==> src/hw/fep_pkg.sv <==
// Constants, carriers and code-group helpers for the 100 Mb/s coding path
package fep_pkg;
    localparam int CLK_NS = 25;
    localparam int TX_BIT_NS = 200;
    localparam int TX_DIV = (TX_BIT_NS + CLK_NS - 1) / CLK_NS;
    localparam int LOSS_NS = 1600;
    localparam int LOSS_CYC = (LOSS_NS / CLK_NS < 1) ? 1 : LOSS_NS / CLK_NS;
    localparam int LOCK_EDGES = 16;
    localparam int DSCR_LOCK_BITS = 30;
    localparam int SAMPLE_W = 6;
    localparam int PEAK_INIT = 16;
    localparam int FIFO_DEPTH = 8;
    localparam logic [10:0] LFSR_SEED = 11'h7ff;
    localparam logic [4:0] CG_J = 5'h18;
    localparam logic [4:0] CG_K = 5'h11;
    localparam logic [4:0] CG_T = 5'h0d;
    localparam logic [4:0] CG_R = 5'h07;
    localparam logic [4:0] CG_I = 5'h1f;
    localparam logic [4:0] CG_H = 5'h04;
    localparam logic [3:0] NIB_PREAMBLE = 4'h5;
    localparam logic [1:0] LVL_ZERO = 2'h0;
    localparam logic [1:0] LVL_POS = 2'h1;
    localparam logic [1:0] LVL_NEG = 2'h2;

    typedef struct packed {
        logic last;        // Transmit enable drops after this word
        logic [4:0] data;  // Nibble in [3:0], whole group in bypass
    } fep_tx_word_t;

    typedef struct packed {
        logic dv;
        logic er;
        logic [3:0] data;
    } fep_rx_nib_t;

    typedef struct packed {
        logic [10:0] state;
        logic [4:0] key;
    } fep_scr_t;

    function automatic logic [4:0] fep_enc(input logic [3:0] n);
        case (n)
            4'h0: return 5'h1e;
            4'h1: return 5'h09;
            4'h2: return 5'h14;
            4'h3: return 5'h15;
            4'h4: return 5'h0a;
            4'h5: return 5'h0b;
            4'h6: return 5'h0e;
            4'h7: return 5'h0f;
            4'h8: return 5'h12;
            4'h9: return 5'h13;
            4'ha: return 5'h16;
            4'hb: return 5'h17;
            4'hc: return 5'h1a;
            4'hd: return 5'h1b;
            4'he: return 5'h1c;
            default: return 5'h1d;
        endcase
    endfunction

    // Returns {valid, nibble}; valid is low for every non-data group
    function automatic logic [4:0] fep_dec(input logic [4:0] c);
        logic [4:0] r;
        r = 5'h00;
        for (int i = 0; i < 16; i++) begin
            if (fep_enc(4'(i)) == c) begin
                r = {1'b1, 4'(i)};
            end
        end
        return r;
    endfunction

    // Key bit of the eleven-stage generator, x^11 + x^9 + 1
    function automatic logic fep_key(input logic [10:0] s);
        return s[10] ^ s[8];
    endfunction

    function automatic fep_scr_t fep_scr5(input logic [10:0] s);
        fep_scr_t r;
        r.state = s;
        r.key = 5'h00;
        for (int i = 4; i >= 0; i--) begin
            r.key[i] = fep_key(r.state);
            r.state = {r.state[9:0], r.key[i]};
        end
        return r;
    endfunction
endpackage

==> src/hw/fep_pcs.sv <==
// Nibble FIFO and the 100 Mb/s transmit and receive coding path
`timescale 1ns/10ps

module fep_fifo #(
    parameter int W = 6,
    parameter int DEPTH = 8
) (
    input wire logic clock,           // System clock
    input wire logic sys_rst,         // Synchronous reset
    input wire logic in_valid,        // Write request
    output logic in_ready,            // Room for a word
    input wire logic [W-1:0] in_data, // Write data
    output logic out_valid,           // Word available
    input wire logic out_ready,       // Read accept
    output logic [W-1:0] out_data     // Head word
);
    localparam int AW = $clog2(DEPTH);
    typedef struct packed {
        logic [DEPTH-1:0][W-1:0] mem;
        logic [AW-1:0] wp;
        logic [AW-1:0] rp;
        logic [AW:0] cnt;
        logic rdy;
    } fep_fifo_st_t;
    fep_fifo_st_t st_r;
    fep_fifo_st_t st_nxt;
    logic push;
    logic pop;

    always_comb begin
        push = in_valid && st_r.rdy;
        pop = out_ready && (st_r.cnt != '0);
        st_nxt = st_r;
        if (push) begin
            st_nxt.mem[st_r.wp] = in_data;
            st_nxt.wp = (st_r.wp == AW'(DEPTH - 1)) ? '0 : st_r.wp + 1'b1;
        end
        if (pop) begin
            st_nxt.rp = (st_r.rp == AW'(DEPTH - 1)) ? '0 : st_r.rp + 1'b1;
        end
        st_nxt.cnt = st_r.cnt + (AW+1)'(push) - (AW+1)'(pop);
        // Ready follows the next count, so the source sees a flop and no word is lost
        st_nxt.rdy = (st_nxt.cnt != (AW+1)'(DEPTH));
    end

    always_ff @(posedge clock) begin
        if (sys_rst) begin
            st_r <= '0;
            st_r.rdy <= 1'b1;
        end else begin
            st_r <= st_nxt;
        end
    end

    assign in_ready = st_r.rdy;
    assign out_valid = (st_r.cnt != '0);
    assign out_data = st_r.mem[st_r.rp];
endmodule // fep_fifo

module fep_pcs #(
    parameter int SW = fep_pkg::SAMPLE_W,
    parameter int DEPTH = fep_pkg::FIFO_DEPTH
) (
    input wire logic clock,                        // 40 MHz system clock
    input wire logic sys_rst,                      // Synchronous reset
    input wire logic tx_valid,                     // Transmit word offered
    output logic tx_ready,                         // Transmit FIFO has room
    input wire fep_pkg::fep_tx_word_t tx_word,     // Nibble and end flag
    input wire logic bypass_4b5b,                  // Send raw 5-bit groups
    output logic tx_pos,                           // Driver side A
    output logic tx_neg,                           // Driver side B
    input wire logic rx_link_clk,                  // Recovered line clock
    input wire logic signed [SW-1:0] rx_sample,    // Equalizer input sample
    output logic rx_locked,                        // Line clock present
    output logic rx_strobe,                        // New nibble, one cycle
    output fep_pkg::fep_rx_nib_t rx_nib            // Received nibble
);
    import fep_pkg::*;

    typedef enum logic [2:0] {TX_IDLE, TX_K, TX_DATA, TX_T, TX_R} fep_tx_st_t;

    typedef struct packed {
        fep_tx_st_t txs;
        logic [3:0] div;
        logic [2:0] bcnt;
        logic [4:0] sh;
        logic [10:0] tx_lfsr;
        logic nrzi;
        logic [1:0] mlt;
        logic pos;
        logic neg;
        logic pop;
        logic [2:0] clk_s;
        logic [1:0][SW-1:0] smp_s;
        logic [SW-1:0] peak;
        logic [1:0] lvl;
        logic rx_nrzi;
        logic [4:0] edges;
        logic [7:0] quiet;
        logic lock;
        logic [10:0] rx_lfsr;
        logic [5:0] dcnt;
        logic dlock;
        logic [9:0] win;
        logic in_frame;
        logic [2:0] gcnt;
        logic pend_t;
        logic pre2;
        logic strobe;
        fep_rx_nib_t nib;
    } fep_st_t;

    fep_st_t st_r;
    fep_st_t st_nxt;
    logic f_valid;
    fep_tx_word_t f_word;
    fep_scr_t scr;
    logic [4:0] grp;
    logic [4:0] cur;
    logic bit_en;
    logic tx_bit;
    logic edge_seen;
    logic signed [SW-1:0] smp;
    logic [SW-1:0] mag;
    logic [SW-1:0] thr;
    logic [1:0] lvl;
    logic nrzi_new;
    logic nrz;
    logic key;
    logic plain;
    logic [4:0] dec;

    fep_fifo #(.W($bits(fep_tx_word_t)), .DEPTH(DEPTH)) u_fifo (
        .clock(clock),
        .sys_rst(sys_rst),
        .in_valid(tx_valid),
        .in_ready(tx_ready),
        .in_data(tx_word),
        .out_valid(f_valid),
        .out_ready(st_r.pop),
        .out_data(f_word)
    );

    always_comb begin
        st_nxt = st_r;
        st_nxt.pop = 1'b0;
        st_nxt.strobe = 1'b0;
        grp = CG_I;
        cur = st_r.sh;
        tx_bit = 1'b0;
        scr = fep_scr5(st_r.tx_lfsr);
        // Line bit rate is a divider enable, not a second clock
        bit_en = (st_r.div == 4'(TX_DIV - 1));
        st_nxt.div = bit_en ? 4'h0 : st_r.div + 4'h1;

        // Pop is registered, so the head word is only sampled on a group start
        if (bit_en && st_r.bcnt == 3'h0) begin
            unique case (st_r.txs)
                TX_IDLE: begin
                    if (f_valid && bypass_4b5b) begin
                        grp = f_word.data;
                        st_nxt.pop = 1'b1;
                    end else if (f_valid) begin
                        grp = CG_J;
                        st_nxt.pop = 1'b1;
                        st_nxt.txs = TX_K;
                    end else begin
                        grp = CG_I;
                    end
                end
                TX_K: begin
                    grp = CG_K;
                    st_nxt.pop = f_valid;
                    st_nxt.txs = TX_DATA;
                end
                TX_DATA: begin
                    if (f_valid) begin
                        grp = fep_enc(f_word.data[3:0]);
                        st_nxt.pop = 1'b1;
                        if (f_word.last) begin
                            st_nxt.txs = TX_T;
                        end
                    end else begin
                        // Underrun mid-frame: mark it on the line, then close
                        grp = CG_H;
                        st_nxt.txs = TX_T;
                    end
                end
                TX_T: begin
                    grp = CG_T;
                    st_nxt.txs = TX_R;
                end
                TX_R: begin
                    grp = CG_R;
                    st_nxt.txs = TX_IDLE;
                end
            endcase
            cur = grp ^ scr.key;
            st_nxt.tx_lfsr = scr.state;
        end

        if (bit_en) begin
            tx_bit = cur[4];
            st_nxt.sh = {cur[3:0], 1'b0};
            st_nxt.bcnt = (st_r.bcnt == 3'h4) ? 3'h0 : st_r.bcnt + 3'h1;
            st_nxt.nrzi = st_r.nrzi ^ tx_bit;
            // Each NRZI transition steps 0,+,0,- so ones alternate sides
            st_nxt.mlt = st_r.mlt + 2'(tx_bit);
            st_nxt.pos = (st_nxt.mlt == 2'h1);
            st_nxt.neg = (st_nxt.mlt == 2'h3);
        end

        // Receive side: clock and samples pass two flops before use
        // Third clock flop only keeps the last level for edge finding
        st_nxt.clk_s = {st_r.clk_s[1:0], rx_link_clk};
        st_nxt.smp_s = {st_r.smp_s[0], rx_sample};
        edge_seen = st_r.clk_s[1] && !st_r.clk_s[2];
        smp = $signed(st_r.smp_s[1]);
        mag = smp[SW-1] ? SW'(-smp) : SW'(smp);
        thr = st_r.peak >> 1;
        lvl = LVL_ZERO;
        if (smp > $signed({1'b0, thr[SW-2:0]})) begin
            lvl = LVL_POS;
        end else if (-smp > $signed({1'b0, thr[SW-2:0]})) begin
            lvl = LVL_NEG;
        end
        nrzi_new = st_r.rx_nrzi ^ (lvl != st_r.lvl);
        nrz = nrzi_new ^ st_r.rx_nrzi;
        key = fep_key(st_r.rx_lfsr);
        plain = nrz ^ key;
        // Decode the window as it stands once this bit is shifted in;
        // the window field itself is only updated further down
        dec = fep_dec({st_r.win[3:0], plain});

        if (edge_seen) begin
            st_nxt.quiet = 8'h00;
            if (st_r.edges != 5'(LOCK_EDGES)) begin
                st_nxt.edges = st_r.edges + 5'h1;
            end else begin
                st_nxt.lock = 1'b1;
            end
        end else if (st_r.quiet == 8'(LOSS_CYC - 1)) begin
            // Line gone: a frame in progress is dropped, not closed
            st_nxt.lock = 1'b0;
            st_nxt.edges = 5'h0;
            st_nxt.dlock = 1'b0;
            st_nxt.dcnt = 6'h0;
            st_nxt.in_frame = 1'b0;
            st_nxt.nib.dv = 1'b0;
        end else begin
            st_nxt.quiet = st_r.quiet + 8'h1;
        end

        if (edge_seen && st_r.lock) begin
            // Slicer follows the peak, so cable loss scales the threshold
            if (mag > thr) begin
                st_nxt.peak = SW'($signed({1'b0, st_r.peak}) +
                    ($signed({1'b0, mag}) - $signed({1'b0, st_r.peak})) / 8);
            end
            st_nxt.lvl = lvl;
            st_nxt.rx_nrzi = nrzi_new;
            st_nxt.win = {st_r.win[8:0], plain};
            if (!st_r.dlock) begin
                // Idle is all ones, so an inverted bit reveals the key
                st_nxt.rx_lfsr = {st_r.rx_lfsr[9:0], ~nrz};
                st_nxt.dcnt = plain ? st_r.dcnt + 6'h1 : 6'h0;
                st_nxt.dlock = (st_nxt.dcnt == 6'(DSCR_LOCK_BITS));
            end else begin
                st_nxt.rx_lfsr = {st_r.rx_lfsr[9:0], key};
            end

            if (!st_r.in_frame) begin
                if (st_r.dlock && st_nxt.win == {CG_J, CG_K}) begin
                    st_nxt.in_frame = 1'b1;
                    st_nxt.gcnt = 3'h0;
                    st_nxt.pend_t = 1'b0;
                    st_nxt.pre2 = 1'b1;
                    st_nxt.strobe = 1'b1;
                    st_nxt.nib = '{dv: 1'b1, er: 1'b0, data: NIB_PREAMBLE};
                end
            end else if (st_r.gcnt == 3'h4) begin
                st_nxt.gcnt = 3'h0;
                if (st_r.pend_t || st_nxt.win[4:0] == CG_I) begin
                    st_nxt.in_frame = 1'b0;
                    st_nxt.nib.dv = 1'b0;
                end else if (st_nxt.win[4:0] == CG_T) begin
                    st_nxt.pend_t = 1'b1;
                end else begin
                    st_nxt.strobe = 1'b1;
                    st_nxt.nib = '{dv: 1'b1, er: !dec[4], data: dec[3:0]};
                end
            end else begin
                st_nxt.gcnt = st_r.gcnt + 3'h1;
            end
        end else if (st_r.pre2) begin
            // Second preamble nibble goes out one cycle after the first
            st_nxt.pre2 = 1'b0;
            st_nxt.strobe = 1'b1;
            st_nxt.nib = '{dv: 1'b1, er: 1'b0, data: NIB_PREAMBLE};
        end
    end

    always_ff @(posedge clock) begin
        if (sys_rst) begin
            st_r <= '0;
            st_r.txs <= TX_IDLE;
            st_r.tx_lfsr <= LFSR_SEED;
            st_r.peak <= SW'(PEAK_INIT);
        end else begin
            st_r <= st_nxt;
        end
    end

    assign tx_pos = st_r.pos;
    assign tx_neg = st_r.neg;
    assign rx_locked = st_r.lock;
    assign rx_strobe = st_r.strobe;
    assign rx_nib = st_r.nib;
endmodule // fep_pcs

==> config.mk <==
export PLATFORM = sky130hd
export DESIGN_NAME = fep_pcs
export DESIGN_NICKNAME = d
export VERILOG_FILES = /design/src/hw/fep_pkg.sv /design/src/hw/fep_pcs.sv
export SDC_FILE = /design/constraint.sdc
export NUM_CORES = 1
export LEC_CHECK = 0
export BUFFER_PORTS_ARGS = -buffer_cell sky130_fd_sc_hd__buf_2
export CORE_MARGIN = 5
export CORE_UTILIZATION = 30
export CTS_BUF_LIST = sky130_fd_sc_hd__clkbuf_4
export CTS_CLUSTER_DIAMETER = 100
export DETAILED_ROUTE_END_ITERATION = 10
export PLACE_DENSITY = 0.47
export SYNTH_ARGS = -nofsm -noshare
export SYNTH_HDL_FRONTEND = slang
export SYNTH_SLANG_ARGS = --single-unit
export TNS_END_PERCENT = 50
==> constraint.sdc <==
create_clock -name clock -period 3.65 [get_ports clock]
set_clock_uncertainty 0.05 [all_clocks]
set_input_delay 0.365 -clock clock [delete_from_list [all_inputs] [get_ports clock]]
set_output_delay 0.365 -clock clock [all_outputs]
set_load 0.005 [all_outputs]
==> qor_table.md, run 1 <==
| Group | Result | Value |
|---|---|---|
| status | Outcome | finished with violations |
| status | Violated checks | setup timing |
| setup path | CP Class | reg -> reg |
| clock tree | CTS tree | yes |
| power and ir drop | Clock network fraction of total power | 0.290 |
| route | Wire length per cell | 13.8 µm |
| synthesis | Gate Count Post-Synth | 936 |
| place | Placed Instances | 1269 |
| global routing | Overflow left after global routing | 0 |
| route | Topmost layer with routed signal wires | met4 |
| route | Number of DRC markers in iteration 0 | 290 |
| route | Routed length on met3 | 621 µm |
| synthesis | Xor and xnor fraction of the mapped netlist area | 0.0501 |
| floorplanning | Core Rows | 60 |
| clock tree | Clock-pin slew of the registers on the worst-case setup and hold paths | 150 ps |
| final layout | Post-layout net count | 1026 |
| setup path | Arrival time at the worst endpoint | 4080 ps |
| floorplanning | Placeable core region | 0.0270 mm² |
| clock tree | Number of levels the H-tree was split into | 4 |
| sta | Final total negative setup slack | -2.55 ps |
| synthesis | Avg Synthesized Cell Area | 8.78 µm² |
| setup path | Depth of the worst register-to-register path | 18 |
| place | Hpwl dp | 12.0 mm |
| route | Post-detailed-route via-to-cell ratio | 4.81 |
| sta | Highest attainable clock frequency | 274 MHz |
| synthesis | Yosys cell types | 63 |
| power and ir drop | Sequential Power Share | 0.536 |
| synthesis | Most common flop cell mapped by yosys | sky130_fd_sc_hd__dfxtp_1 |
| power and ir drop | Combinational group share of total power | 0.174 |
| synthesis | Multiplexer share of the synthesized area | 0.104 |
| sta | Number of max-slew violations in the final report | 0 |
| final layout | Most frequent cells in the layout | sky130_fd_sc_hd__dfxtp_1, sky130_fd_sc_hd__nor2_1, sky130_fd_sc_hd__nand2_1 |
| synthesis | Syn Nets | 1001 |
| sta | Final WS setup | -2.55 ps |
| power and ir drop | Internal | 2.50 mW |
| setup path | CP required | 4080 ps |
| route | Amount of wire on met2 after detailed routing | 8.22 mm |
| route | First-pass iteration count of the detailed router | 5 |
| min path | End point of the worst hold path | u_fifo.st_r[18] |
| route | Total wire length after detailed routing | 18.1 mm |
| final layout | Cell area after layout | 0.00920 mm² |
| setup path | Largest fanout on the critical path | 3 |
| floorplanning | Die extent in y | 175 µm |
| global routing | Antenna violations before repair | 1 |
| sta | Max_slew headroom | 0.309 |
| synthesis | Synth Area in Simple Gates | 0.188 |
| power and ir drop | Power per Cell Area | 389 mW/mm² |
| clock tree | Max Buffers Root-to-Sink | 2 |
| sta | Tightest Pin Transition | 1030 ps |
| synthesis | Number of flip-flops and latches in the synthesized netlist | 166 |
| synthesis | Synth Area in Compound Gates | 0.129 |
| clock tree | Sink count of the clock tree | 166 |
| place | Cell area after placement | 0.00875 mm² |
| route | DRC viols | 0 |
| final layout | Total of fill cells in the finished design | 2849 |
| min path | Worst Hold Class | in -> reg |
| route | Via total after detailed routing | 6327 |
| global routing | Global-route wire length before repair | 30.3 mm |
| synthesis | Largest family of logic cells by synthesized area | simple AND/OR/NAND/NOR gates |
| clock tree | Clk_lat worst skew | 560 ps |
| setup path | Critical path startpoint | smp[1] |
| synthesis | Arithmetic-cell share of the synthesized area counting full adders, half adders and majority gates | 0.0780 |
| clock tree | CTS Buf Count | 17 |
| synthesis | Count of flip-flops with a built-in enable after synthesis | 0 |
| sta | Worst hold slack after final layout | 101 ps |
| sta | Count of final setup violators | 1 |
| setup path | Setup slack of the worst register-to-register path | -3 ps |
| sta | Crit share post-route | 1.00 |
| final layout | Most common cell after layout, fill and taps aside | sky130_fd_sc_hd__dfxtp_1 |
| setup path | Kind of launch point of the worst setup path | register |
| synthesis | Fraction of registers with async set/reset | 0 |
| place | Buffers added on ports | 27 |
| power and ir drop | Net Switching | 1.08 mW |
| synthesis | Yosys warnings | 0 |
| floorplanning | Floorplan die area | 0.0308 mm² |
| final layout | Non-Filler Instances | 1316 |
| flow run | # Max-Cap Violations | 0 |
| floorplanning | Floorplan die width | 175 µm |
| sta | Fin crit period | 3650 ps |
| route | Number of nets with antenna violations after detailed routing | 0 |
| synthesis | Portion of the post-synthesis area used by sequential elements | 0.405 |
| setup path | Reg-to-reg critical path startpoint | smp[1] |
| power and ir drop | Sw Share | 0.301 |
| route | Routed metal-1 wirelength | 9.13 mm |
| setup path | Endpoint of the most critical register-to-register path | st_r[63] |
| place | Pre-CTS WS | -9.15 ps |
| global routing | Total global-route track usage | 0.119 |
| floorplanning | Effective utilization at floorplan | 0.305 |
| global routing | Pin count of the biggest net entering global routing | 100 |
| min path | Startpoint of the worst hold path | tx_word[1] |
| synthesis | Area of the mapped netlist | 0.00822 mm² |
| clock tree | Root Buffer | sky130_fd_sc_hd__clkbuf_4 |
| sta | Unrepaired setup endpoints after global routing | yes |
| place | Final Wtd Congestion | 0.794 |
| power and ir drop | Leakage power | 3.57 nW |
| global routing | Via count of the first global-routing pass | 6107 |
| floorplanning | I/O pins | 28 |
| final layout | Fraction of final layout cells sized beyond drive strength 1 | 0.132 |
| sta | Number of endpoints with negative hold slack in the final report | 0 |
| final layout | Post-synthesis to final-layout area growth | 11.9% |
| setup path | Worst setup EP type | register |
| min path | Number of cells traversed by the worst hold path | 3 |
| power and ir drop | Worst vdd rail ir drop | 0.000201 V |
[flip-flops by register name, summed over array words and instances, names as in the netlist]
signal and count:
rx_nib 6, smp 6, tx_pos 1, st_r 77, rx_locked 1, scr 6
st_nxt 8, u_fifo.in_ready 1, u_fifo.st_r 58, rx_strobe 1, tx_neg 1
[layout make-up]
cell class              instances  area [µm²]  share of cell area
multi-input cells             676        4580               0.498
flip-flops and latches        166        3330               0.362
repair buffers                 66         473              0.0514
well taps                     341         427              0.0464
clock buffers                  18         135              0.0147
inverters                      34         130              0.0141
clock inverters                14         126              0.0137
diodes                          1        2.50            0.000272
[kinds of logic after synthesis]
family / count (synthesis)
xor gates and xnor gates: 47
AOI/OAI and AO/OA: 169
DFF: 166
buffers and inverters: 94
and+or+nand+nor: 341
adders and majority gates: 49
muxes: 70
[worst max-delay path by stage]
stage	endpoint	slack [ps]
after global placement	st_r[63]	20
after CTS	st_r[63]	2
final	st_r[63]	-3
after global routing	st_r[63]	-190
after detailed placement	st_r[63]	-9
after floorplan	st_r[63]	140
[power by group through the flow]
stage	logic (mW)	clock network [mW]	registers, mW
4_1_cts	0.615	1.10	1.92
3_5_place_dp	0.605	0	1.95
5_1_grt	0.705	1.17	1.93
3_3_place_gp	0.604	0	1.95
6_report	0.622	1.04	1.91
2_1_floorplan	0.468	0	1.94
[worst max-delay path, stage by stage, from the launching register on]
cell and delay (ps):
sky130_fd_sc_hd__dfxtp_2 370, sky130_fd_sc_hd__inv_2 50, sky130_fd_sc_hd__ha_4 150, sky130_fd_sc_hd__or2b_1 250
sky130_fd_sc_hd__xnor2_2 150, sky130_fd_sc_hd__ha_1 330, sky130_fd_sc_hd__a21o_1 140, sky130_fd_sc_hd__a21oi_2 60
sky130_fd_sc_hd__o21bai_1 190, sky130_fd_sc_hd__a21oi_2 90, sky130_fd_sc_hd__o31a_1 130, sky130_fd_sc_hd__fa_2 400
sky130_fd_sc_hd__a21o_1 190, sky130_fd_sc_hd__a21o_1 170, sky130_fd_sc_hd__a21o_1 170, sky130_fd_sc_hd__a21oi_2 130
sky130_fd_sc_hd__xor2_1 80, sky130_fd_sc_hd__or3_1 380, sky130_fd_sc_hd__a21oi_2 110
[synthesized netlist by cell type (8+ instances only)]
cell                       number  share of area
sky130_fd_sc_hd__nand2_1      108          0.049
sky130_fd_sc_hd__mux4_2        12          0.033
sky130_fd_sc_hd__nand3_1       25          0.015
sky130_fd_sc_hd__ha_1          44          0.067
sky130_fd_sc_hd__mux2i_1       56          0.068
sky130_fd_sc_hd__buf_1          8         0.0037
sky130_fd_sc_hd__nor2b_1       27          0.021
sky130_fd_sc_hd__o211ai_1       8         0.0073
sky130_fd_sc_hd__inv_1         34          0.016
sky130_fd_sc_hd__xor2_1        25          0.027
sky130_fd_sc_hd__dfxtp_1      166           0.40
sky130_fd_sc_hd__o21ai_0       24          0.015
sky130_fd_sc_hd__clkbuf_1      44          0.020
sky130_fd_sc_hd__xnor2_1       22          0.023
sky130_fd_sc_hd__a21oi_1       78          0.048
sky130_fd_sc_hd__a21o_1        11          0.010
sky130_fd_sc_hd__nor3_1        16         0.0097
sky130_fd_sc_hd__nor2_1       120          0.055
[metal layers]
metal | vias up | GRT usage
li1 | 3265 | -
met5 | - | 0
met2 | 83 | 0.194
met4 | 0 | 0.0315
met3 | 12 | 0.0282
met1 | 2967 | 0.160
[per-stage QoR]
stage | util | power (mW)
CTS | 0.337 | 3.63
detailed placement | 0.325 | 2.56
global route | 0.341 | 3.80
floorplan | - | 2.41
global placement | 0.325 | 2.56
finish | 0.341 | 3.57
[timing repair]
action,in CTS,in global routing
endpoints found under the setup margin,2,9
resized for setup,5,12
hold buffers,7,0
buffers inserted,0,7
hold endpoints to repair,7,0
pin swaps,1,15
(Power assumes the default switching activity.)
==> run 2, diff against run 1 <==
- CORE_UTILIZATION: 30 -> 58
- PLACE_DENSITY: 0.47 -> 0.79
==> run 2 against run 1 <==
The flow now finishes without violations. Wire length fell by 9.8%. Count of clock-buffer cells in the layout did not move. Via count rose by 1.8%. Largest cell class unchanged.
==> qor_table.md, run 2 (synthesis results as in run 1) <==
| Group | Result | Value | Delta |
|---|---|---|---|
| power and ir drop | Sequential Power Share | 0.512 | -0.024 |
| clock tree | Root Buffer | sky130_fd_sc_hd__clkbuf_4 |  |
| route | Via total after detailed routing | 6438 | +1.8% |
| setup path | Arrival time at the worst endpoint | 4010 ps | -70 ps |
| sta | Fin crit period | 3560 ps | -94.8 ps |
| setup path | Reg-to-reg critical path startpoint | smp[1] |  |
| min path | Startpoint of the worst hold path | tx_word[0] |  |
| floorplanning | Floorplan die area | 0.0166 mm² | -46% |
| final layout | Most common cell after layout, fill and taps aside | sky130_fd_sc_hd__dfxtp_1 |  |
| power and ir drop | Clock network fraction of total power | 0.325 | +0.035 |
| clock tree | CTS tree | yes |  |
| setup path | Kind of launch point of the worst setup path | register |  |
| setup path | CP Class | reg -> reg |  |
| final layout | Register with the highest flop count | st_r |  |
| sta | Final WS setup | 92.3 ps | +94.8 ps |
| route | Wire length per cell | 14.2 µm | +3.2% |
| sta | Number of endpoints with negative hold slack in the final report | 0 | unchanged |
| setup path | CP max stage delay | 370 ps | -30 ps |
| final layout | Non-Filler Instances | 1150 | -13% |
| final layout | Cell area after layout | 0.00900 mm² | -2.2% |
| route | DRC viols | 0 | unchanged |
| power and ir drop | Net Switching | 1.04 mW | -3.7% |
| sta | Highest attainable clock frequency | 281 MHz | +2.7% |
| floorplanning | Effective utilization at floorplan | 0.592 | +0.287 |
| final layout | Post-synthesis to final-layout area growth | 9.52% |  |
| route | Post-detailed-route via-to-cell ratio | 5.60 | +16% |
| sta | Max_slew headroom | 0.269 | -0.0393 |
| route | Number of DRC markers in iteration 0 | 384 | +32% |
| power and ir drop | Sw Share | 0.277 | -0.0237 |
| min path | Worst Hold Class | in -> reg |  |
| clock tree | Sink count of the clock tree | 166 | unchanged |
| setup path | Largest fanout on the critical path | 3 | unchanged |
| route | Number of nets with antenna violations after detailed routing | 0 | unchanged |
| power and ir drop | Power per Cell Area | 415 mW/mm² | +6.9% |
| sta | Tightest Pin Transition | 1090 ps | +59.9 ps |
| final layout | Max FFs per register | 77 | unchanged |
| power and ir drop | Internal | 2.70 mW | +8.1% |
| place | Hpwl dp | 11.1 mm | -7.6% |
| route | Total wire length after detailed routing | 16.4 mm | -9.8% |
| final layout | Post-layout net count | 1020 | -0.58% |
| setup path | Critical path startpoint | smp[1] |  |
| sta | Final total negative setup slack | 0 ps | +2.55 ps |
| power and ir drop | Leakage power | 3.58 nW | +0.17% |
| sta | Crit share post-route | 0.975 | -0.0260 |
| flow run | # Max-Cap Violations | 0 | unchanged |
| floorplanning | I/O pins | 28 | unchanged |
| status | Outcome | finished, final reports clean |  |
| floorplanning | Core Rows | 43 | -28% |
| place | Final Wtd Congestion | 0.874 | +10% |
| sta | Number of max-slew violations in the final report | 0 | unchanged |
| place | Cell area after placement | 0.00849 mm² | -3.0% |
| global routing | Antenna violations before repair | 1 | unchanged |
| clock tree | Clk_lat worst skew | 580 ps | +20 ps |
| clock tree | Clock-pin slew of the registers on the worst-case setup and hold paths | 130 ps | -20 ps |
| final layout | Fraction of final layout cells sized beyond drive strength 1 | 0.127 | -0.00538 |
| place | Placed Instances | 1103 | -13% |
| power and ir drop | Total design power | 3.74 mW | +4.6% |
| power and ir drop | Combinational group share of total power | 0.162 | -0.012 |
| route | First-pass iteration count of the detailed router | 5 | unchanged |
| clock tree | Number of levels the H-tree was split into | 4 | unchanged |
| setup path | Most prevalent standard cell on the critical path | sky130_fd_sc_hd__a21o_1 |  |
| sta | Unrepaired setup endpoints after global routing | yes |  |
| setup path | Cell type of the slowest stage on the worst timing path | sky130_fd_sc_hd__dfxtp_2 |  |
| setup path | Series of cell instances along the critical path | inv_2 > ha_4 > or2b_1 > xnor2_2 > ha_1 > buf_4 > a21o_1 > a21o_1 > a21oi_1 > xnor2_1 > ha_1 > a21o_1 > a21o_1 > a21oi_2 > xor2_1 > or3_1 > a21oi_2 |  |
| floorplanning | Floorplan die width | 129 µm | -26% |
| place | Buffers added on ports | 27 | unchanged |
| setup path | CP required | 4100 ps | +20 ps |
| clock tree | CTS Buf Count | 17 | unchanged |
| sta | Count of final setup violators | 0 | -1 |
| global routing | Total global-route track usage | 0.203 | +0.0835 |
| floorplanning | Die extent in y | 129 µm | -26% |
| final layout | Most frequent cells in the layout | sky130_fd_sc_hd__dfxtp_1, sky130_fd_sc_hd__nor2_1, sky130_fd_sc_hd__nand2_1 |  |
| global routing | Pin count of the biggest net entering global routing | 67 | -33% |
| setup path | Worst setup EP type | register |  |
| setup path | Family with the most delay on the worst path | compound AO/OA/AOI/OAI gates |  |
| place | Pre-CTS WS | -91.7 ps | -82.6 ps |
| global routing | Global-route wire length before repair | 27.5 mm | -9.3% |
| global routing | Overflow left after global routing | 0 | unchanged |
| power and ir drop | Worst vdd rail ir drop | 0.000209 V | +3.6% |
| global routing | Via count of the first global-routing pass | 5988 | -1.9% |
| clock tree | Max Buffers Root-to-Sink | 2 | unchanged |
| floorplanning | Placeable core region | 0.0139 mm² | -48% |
| setup path | Combined buffer and inverter count along the critical path | 2 | +1 |
run 2: cell types whose count changed in the layout (fill, tap and decap cells not counted):
cell,before,now
sky130_fd_sc_hd__buf_12,2,0
sky130_fd_sc_hd__buf_4,31,27
sky130_fd_sc_hd__bufinv_16,1,4
sky130_fd_sc_hd__clkinv_2,3,2
sky130_fd_sc_hd__clkinv_4,2,3
sky130_fd_sc_hd__clkinvlp_4,5,2
sky130_fd_sc_hd__diode_2,1,2
sky130_fd_sc_hd__fa_1,1,2
sky130_fd_sc_hd__fa_2,3,2
sky130_fd_sc_hd__inv_2,1,2
sky130_fd_sc_hd__inv_4,1,0
sky130_fd_sc_hd__o21ai_1,3,2
sky130_fd_sc_hd__o21ai_2,0,1
run 2: worst paths after layout:
| path | to | slack, ps | cells past startpoint |
|---|---|---|---|
| hold / removal | u_fifo.st_r[23] | 80 | 3 |
| hold reg to reg | smp[0] | 390 | 1 |
| setup reg to reg | st_r[63] | 90 | 17 |
| setup / recovery | st_r[63] | 90 | 17 |
run 2: per-stage QoR:
stage / utilization / hold WS (ps)
6_report: 0.648 / 80.4
5_1_grt: 0.648 / 67.8
4_1_cts: 0.642 / 46.1
3_5_place_dp: 0.612 / 371
3_3_place_gp: 0.612 / 367
2_1_floorplan: - / 364
run 2: metal layers:
metal / GRT usage / wire (µm) / vias to the layer above / share of wire
li1: - / - / 3254 / -
met3: 0.0425 / 650 / 26 / 0.040
met1: 0.264 / 7610 / 3015 / 0.47
met5: 0 / 0 / - / 0
met2: 0.338 / 7840 / 143 / 0.48
met4: 0.0655 / 255 / 0 / 0.016
run 2: what timing repair did:
item                                   CTS  global route
setup endpoints to repair                2             5
hold buffers                             7             0
setup buffers                            1             5
gates cloned                             0             0
pin swaps                                1            15
resized for setup                        5            11
endpoints found under the hold margin    7             0
run 2: area by class of cell:
type                            count  area (µm²)
Multi-Input combinational cell    676        4580
Clock buffer                       18         135
Inverter                           34         128
Timing Repair Buffer               60         403
Fill cell                        1148        4880
Antenna cell                        2        5.00
Tap cell                          180         225
Clock inverter                     14         198
Sequential cell                   166        3330
run 2: power by group through the flow:
stage               registers [mW]  clock network (mW)  logic, mW
floorplan                     1.94                   0      0.468
global placement              1.95                   0      0.566
detailed placement            1.95                   0      0.579
CTS                           1.91                1.25      0.593
global route                  1.92                1.33      0.682
finish                        1.91                1.22      0.606
run 2: worst register-to-register path, cell delays in order, from the launching register on:
cell                      delay (ps)
sky130_fd_sc_hd__dfxtp_2         370
sky130_fd_sc_hd__inv_2            60
sky130_fd_sc_hd__ha_4            150
sky130_fd_sc_hd__or2b_1          260
sky130_fd_sc_hd__xnor2_2         160
sky130_fd_sc_hd__ha_1            310
sky130_fd_sc_hd__buf_4           150
sky130_fd_sc_hd__a21o_1          180
sky130_fd_sc_hd__a21o_1          180
sky130_fd_sc_hd__a21oi_1         160
sky130_fd_sc_hd__xnor2_1         140
sky130_fd_sc_hd__ha_1            280
sky130_fd_sc_hd__a21o_1          210
sky130_fd_sc_hd__a21o_1          160
sky130_fd_sc_hd__a21oi_2         130
sky130_fd_sc_hd__xor2_1           80
sky130_fd_sc_hd__or3_1           360
sky130_fd_sc_hd__a21oi_2         120
==> run 3, diff against run 2 <==
- SETUP_SLACK_MARGIN: default -> 0.5
==> run 3 against run 2 <==
Worst hold slack improved by 2.0 ps. Sequential power barely moved. Core utilization grew 1.4 points. Total power down 5.7%. Sequential share of layout area fell by 0.72 points. First-iteration DRC count grew 30%.
==> qor_table.md, run 3 (synthesis results as in run 1) <==
| Group | Result | Value | Delta |
|---|---|---|---|
| setup path | CP required | 4100 ps | about the same |
| min path | Worst Hold Class | in -> reg |  |
| setup path | Endpoint of the most critical register-to-register path | st_r[63] |  |
| final layout | Total of fill cells in the finished design | 1092 | -4.9% |
| clock tree | Max Buffers Root-to-Sink | 2 | unchanged |
| final layout | Fraction of final layout cells sized beyond drive strength 1 | 0.158 | +0.0312 |
| sta | Highest attainable clock frequency | 275 MHz | -2.0% |
| flow run | # Max-Cap Violations | 0 | unchanged |
| sta | Max_slew headroom | 0.276 | +0.00710 |
| global routing | Total global-route track usage | 0.205 | +0.00198 |
| floorplanning | Core Rows | 43 | unchanged |
| floorplanning | Die extent in y | 129 µm | unchanged |
| final layout | Post-synthesis to final-layout area growth | 11.8% |  |
| setup path | Arrival time at the worst endpoint | 4080 ps | +70 ps |
| sta | Final WS setup | 19.9 ps | -72.4 ps |
| global routing | Overflow left after global routing | 0 | unchanged |
| clock tree | Sink count of the clock tree | 166 | unchanged |
| route | Wire length per cell | 14.9 µm | +4.9% |
| clock tree | Number of levels the H-tree was split into | 4 | unchanged |
| clock tree | CTS tree | yes |  |
| min path | Startpoint of the worst hold path | tx_word[1] |  |
| final layout | Combined area of the multi-input logic cells | 0.00480 mm² | +4.8% |
| power and ir drop | Power per Cell Area | 383 mW/mm² | -7.7% |
| setup path | Critical path startpoint | smp[0] |  |
| floorplanning | Placeable core region | 0.0139 mm² | unchanged |
| sta | Fin crit period | 3630 ps | +72.4 ps |
| sta | Number of endpoints with negative hold slack in the final report | 0 | unchanged |
| final layout | Most frequent cells in the layout | sky130_fd_sc_hd__dfxtp_1, sky130_fd_sc_hd__nor2_1, sky130_fd_sc_hd__nand2_1 |  |
| place | Placed Instances | 1102 | -0.091% |
| floorplanning | Floorplan die width | 129 µm | unchanged |
| sta | Tightest Pin Transition | 1080 ps | -10.6 ps |
| clock tree | Clk_lat worst skew | 570 ps | about the same |
| global routing | Global-route wire length before repair | 28.1 mm | +2.3% |
| setup path | Worst setup EP type | register |  |
| final layout | Register with the highest flop count | st_r |  |
| setup path | Kind of launch point of the worst setup path | register |  |
| route | First-pass iteration count of the detailed router | 5 | unchanged |
| sta | Unrepaired setup endpoints after global routing | yes |  |
| min path | End point of the worst hold path | u_fifo.st_r[12] |  |
| setup path | Largest fanout on the critical path | 3 | unchanged |
| setup path | Depth of the worst register-to-register path | 16 | -1 |
| final layout | Max FFs per register | 77 | unchanged |
| global routing | Antenna violations before repair | 1 | unchanged |
| route | Via total after detailed routing | 6494 | +0.87% |
| final layout | Post-layout net count | 1027 | +0.69% |
| power and ir drop | Worst vdd rail ir drop | 0.000193 V | -7.5% |
| clock tree | CTS Buf Count | 17 | unchanged |
| setup path | Setup slack of the worst register-to-register path | 20 ps | -70 ps |
| route | Number of nets with antenna violations after detailed routing | 0 | unchanged |
| min path | Number of cells traversed by the worst hold path | 3 | unchanged |
| route | DRC viols | 0 | unchanged |
| power and ir drop | Total design power | 3.52 mW | -5.7% |
| place | Final Wtd Congestion | 0.868 | -0.72% |
| floorplanning | Floorplan die area | 0.0166 mm² | unchanged |
| route | Post-detailed-route via-to-cell ratio | 5.62 | +0.43% |
| final layout | Footprint of the flip-flops and latches | 0.00333 mm² | +0.11% |
| place | Hpwl dp | 11.0 mm | -1.4% |
| final layout | Cell area after layout | 0.00919 mm² | +2.1% |
| power and ir drop | Leakage power | 3.59 nW | +0.19% |
| sta | Number of max-slew violations in the final report | 0 | unchanged |
| place | Pre-CTS WS | 22.6 ps | +114 ps |
| final layout | Most common cell after layout, fill and taps aside | sky130_fd_sc_hd__dfxtp_1 |  |
| sta | Count of final setup violators | 0 | unchanged |
| floorplanning | Effective utilization at floorplan | 0.592 | unchanged |
| clock tree | Clock-pin slew of the registers on the worst-case setup and hold paths | 120 ps | about the same |
| route | Total wire length after detailed routing | 17.2 mm | +5.3% |
| setup path | Reg-to-reg critical path startpoint | smp[0] |  |
| global routing | Pin count of the biggest net entering global routing | 56 | -16% |
| floorplanning | I/O pins | 28 | unchanged |
| place | Buffers added on ports | 27 | unchanged |
| setup path | CP Class | reg -> reg |  |
| sta | Worst hold slack after final layout | 82.4 ps | +2.04 ps |
| global routing | Via count of the first global-routing pass | 6088 | +1.7% |
| sta | Crit share post-route | 0.995 | +0.0198 |
| route | Number of DRC markers in iteration 0 | 499 | +30% |
| clock tree | Root Buffer | sky130_fd_sc_hd__clkbuf_4 |  |
| final layout | Non-Filler Instances | 1155 | +0.43% |
| place | Cell area after placement | 0.00852 mm² | +0.32% |
| status | Outcome | finished, final reports clean |  |
[run 3: cell types whose count changed in the layout (fill, tap and decap cells not counted), sizes merged]
cell / delta
clkbuf: +1
a211oi: +1
clkinv: +2
buf: +6
inv: -2
bufinv: -3
[run 3: power breakdown]
group,internal [mW],total (mW),switching [mW]
combinational,0.295,0.668,0.373
sequential,1.87,1.91,0.0389
clock,0.335,0.941,0.606
total,2.50,3.52,1.02
[run 3: how the worst max path moves through the flow]
stage	to	slack (ps)
final	st_r[63]	20
after CTS	st_r[63]	160
after floorplan	st_r[63]	290
after global placement	st_r[63]	170
after global routing	st_r[63]	-80
after detailed placement	st_r[63]	20
[run 3: layer usage]
metal / routed length (µm) / track usage / vias up
li1: - / - / 3272
met1: 7830 / 0.263 / 3072
met2: 8410 / 0.343 / 126
met3: 654 / 0.0429 / 24
met4: 334 / 0.0698 / 0
met5: 0 / 0 / -
[run 3: layout make-up]
class	instances	share of cell area
Multi-Input combinational cell	677	0.522
Sequential cell	166	0.362
Timing Repair Buffer	66	0.0512
Tap cell	180	0.0245
Clock buffer	19	0.0155
Inverter	34	0.0139
Clock inverter	11	0.00940
Antenna cell	2	0.000545
[run 3: repair_timing]
item | CTS | global route
endpoints found under the setup margin | 21 | 27
endpoints found under the hold margin | 7 | 0
gates cloned | 1 | 0
pin swaps | 13 | 33
hold buffers | 7 | 0
gates resized for setup | 8 | 55
setup buffers | 8 | 5
[run 3: worst max-delay path: stages (launching register included)]
cell and delay (ps):
sky130_fd_sc_hd__dfxtp_2 340, sky130_fd_sc_hd__buf_4 130, sky130_fd_sc_hd__or3_4 390, sky130_fd_sc_hd__buf_4 150, sky130_fd_sc_hd__nor3_1 230, sky130_fd_sc_hd__ha_1 300, sky130_fd_sc_hd__ha_1 220, sky130_fd_sc_hd__a21oi_2 80
sky130_fd_sc_hd__o31a_1 130, sky130_fd_sc_hd__fa_2 340, sky130_fd_sc_hd__a21o_1 160, sky130_fd_sc_hd__a21o_1 180, sky130_fd_sc_hd__a21o_1 180, sky130_fd_sc_hd__a21oi_2 160, sky130_fd_sc_hd__xor2_1 90, sky130_fd_sc_hd__or3_1 310
sky130_fd_sc_hd__a21oi_1 120
[run 3: metrics by stage]
step	TNS [ps]	util
final	0	0.662
after global routing	-166	0.662
after CTS	0	0.643
after detailed placement	0	0.614
after global placement	0	0.614
after floorplan	0	-
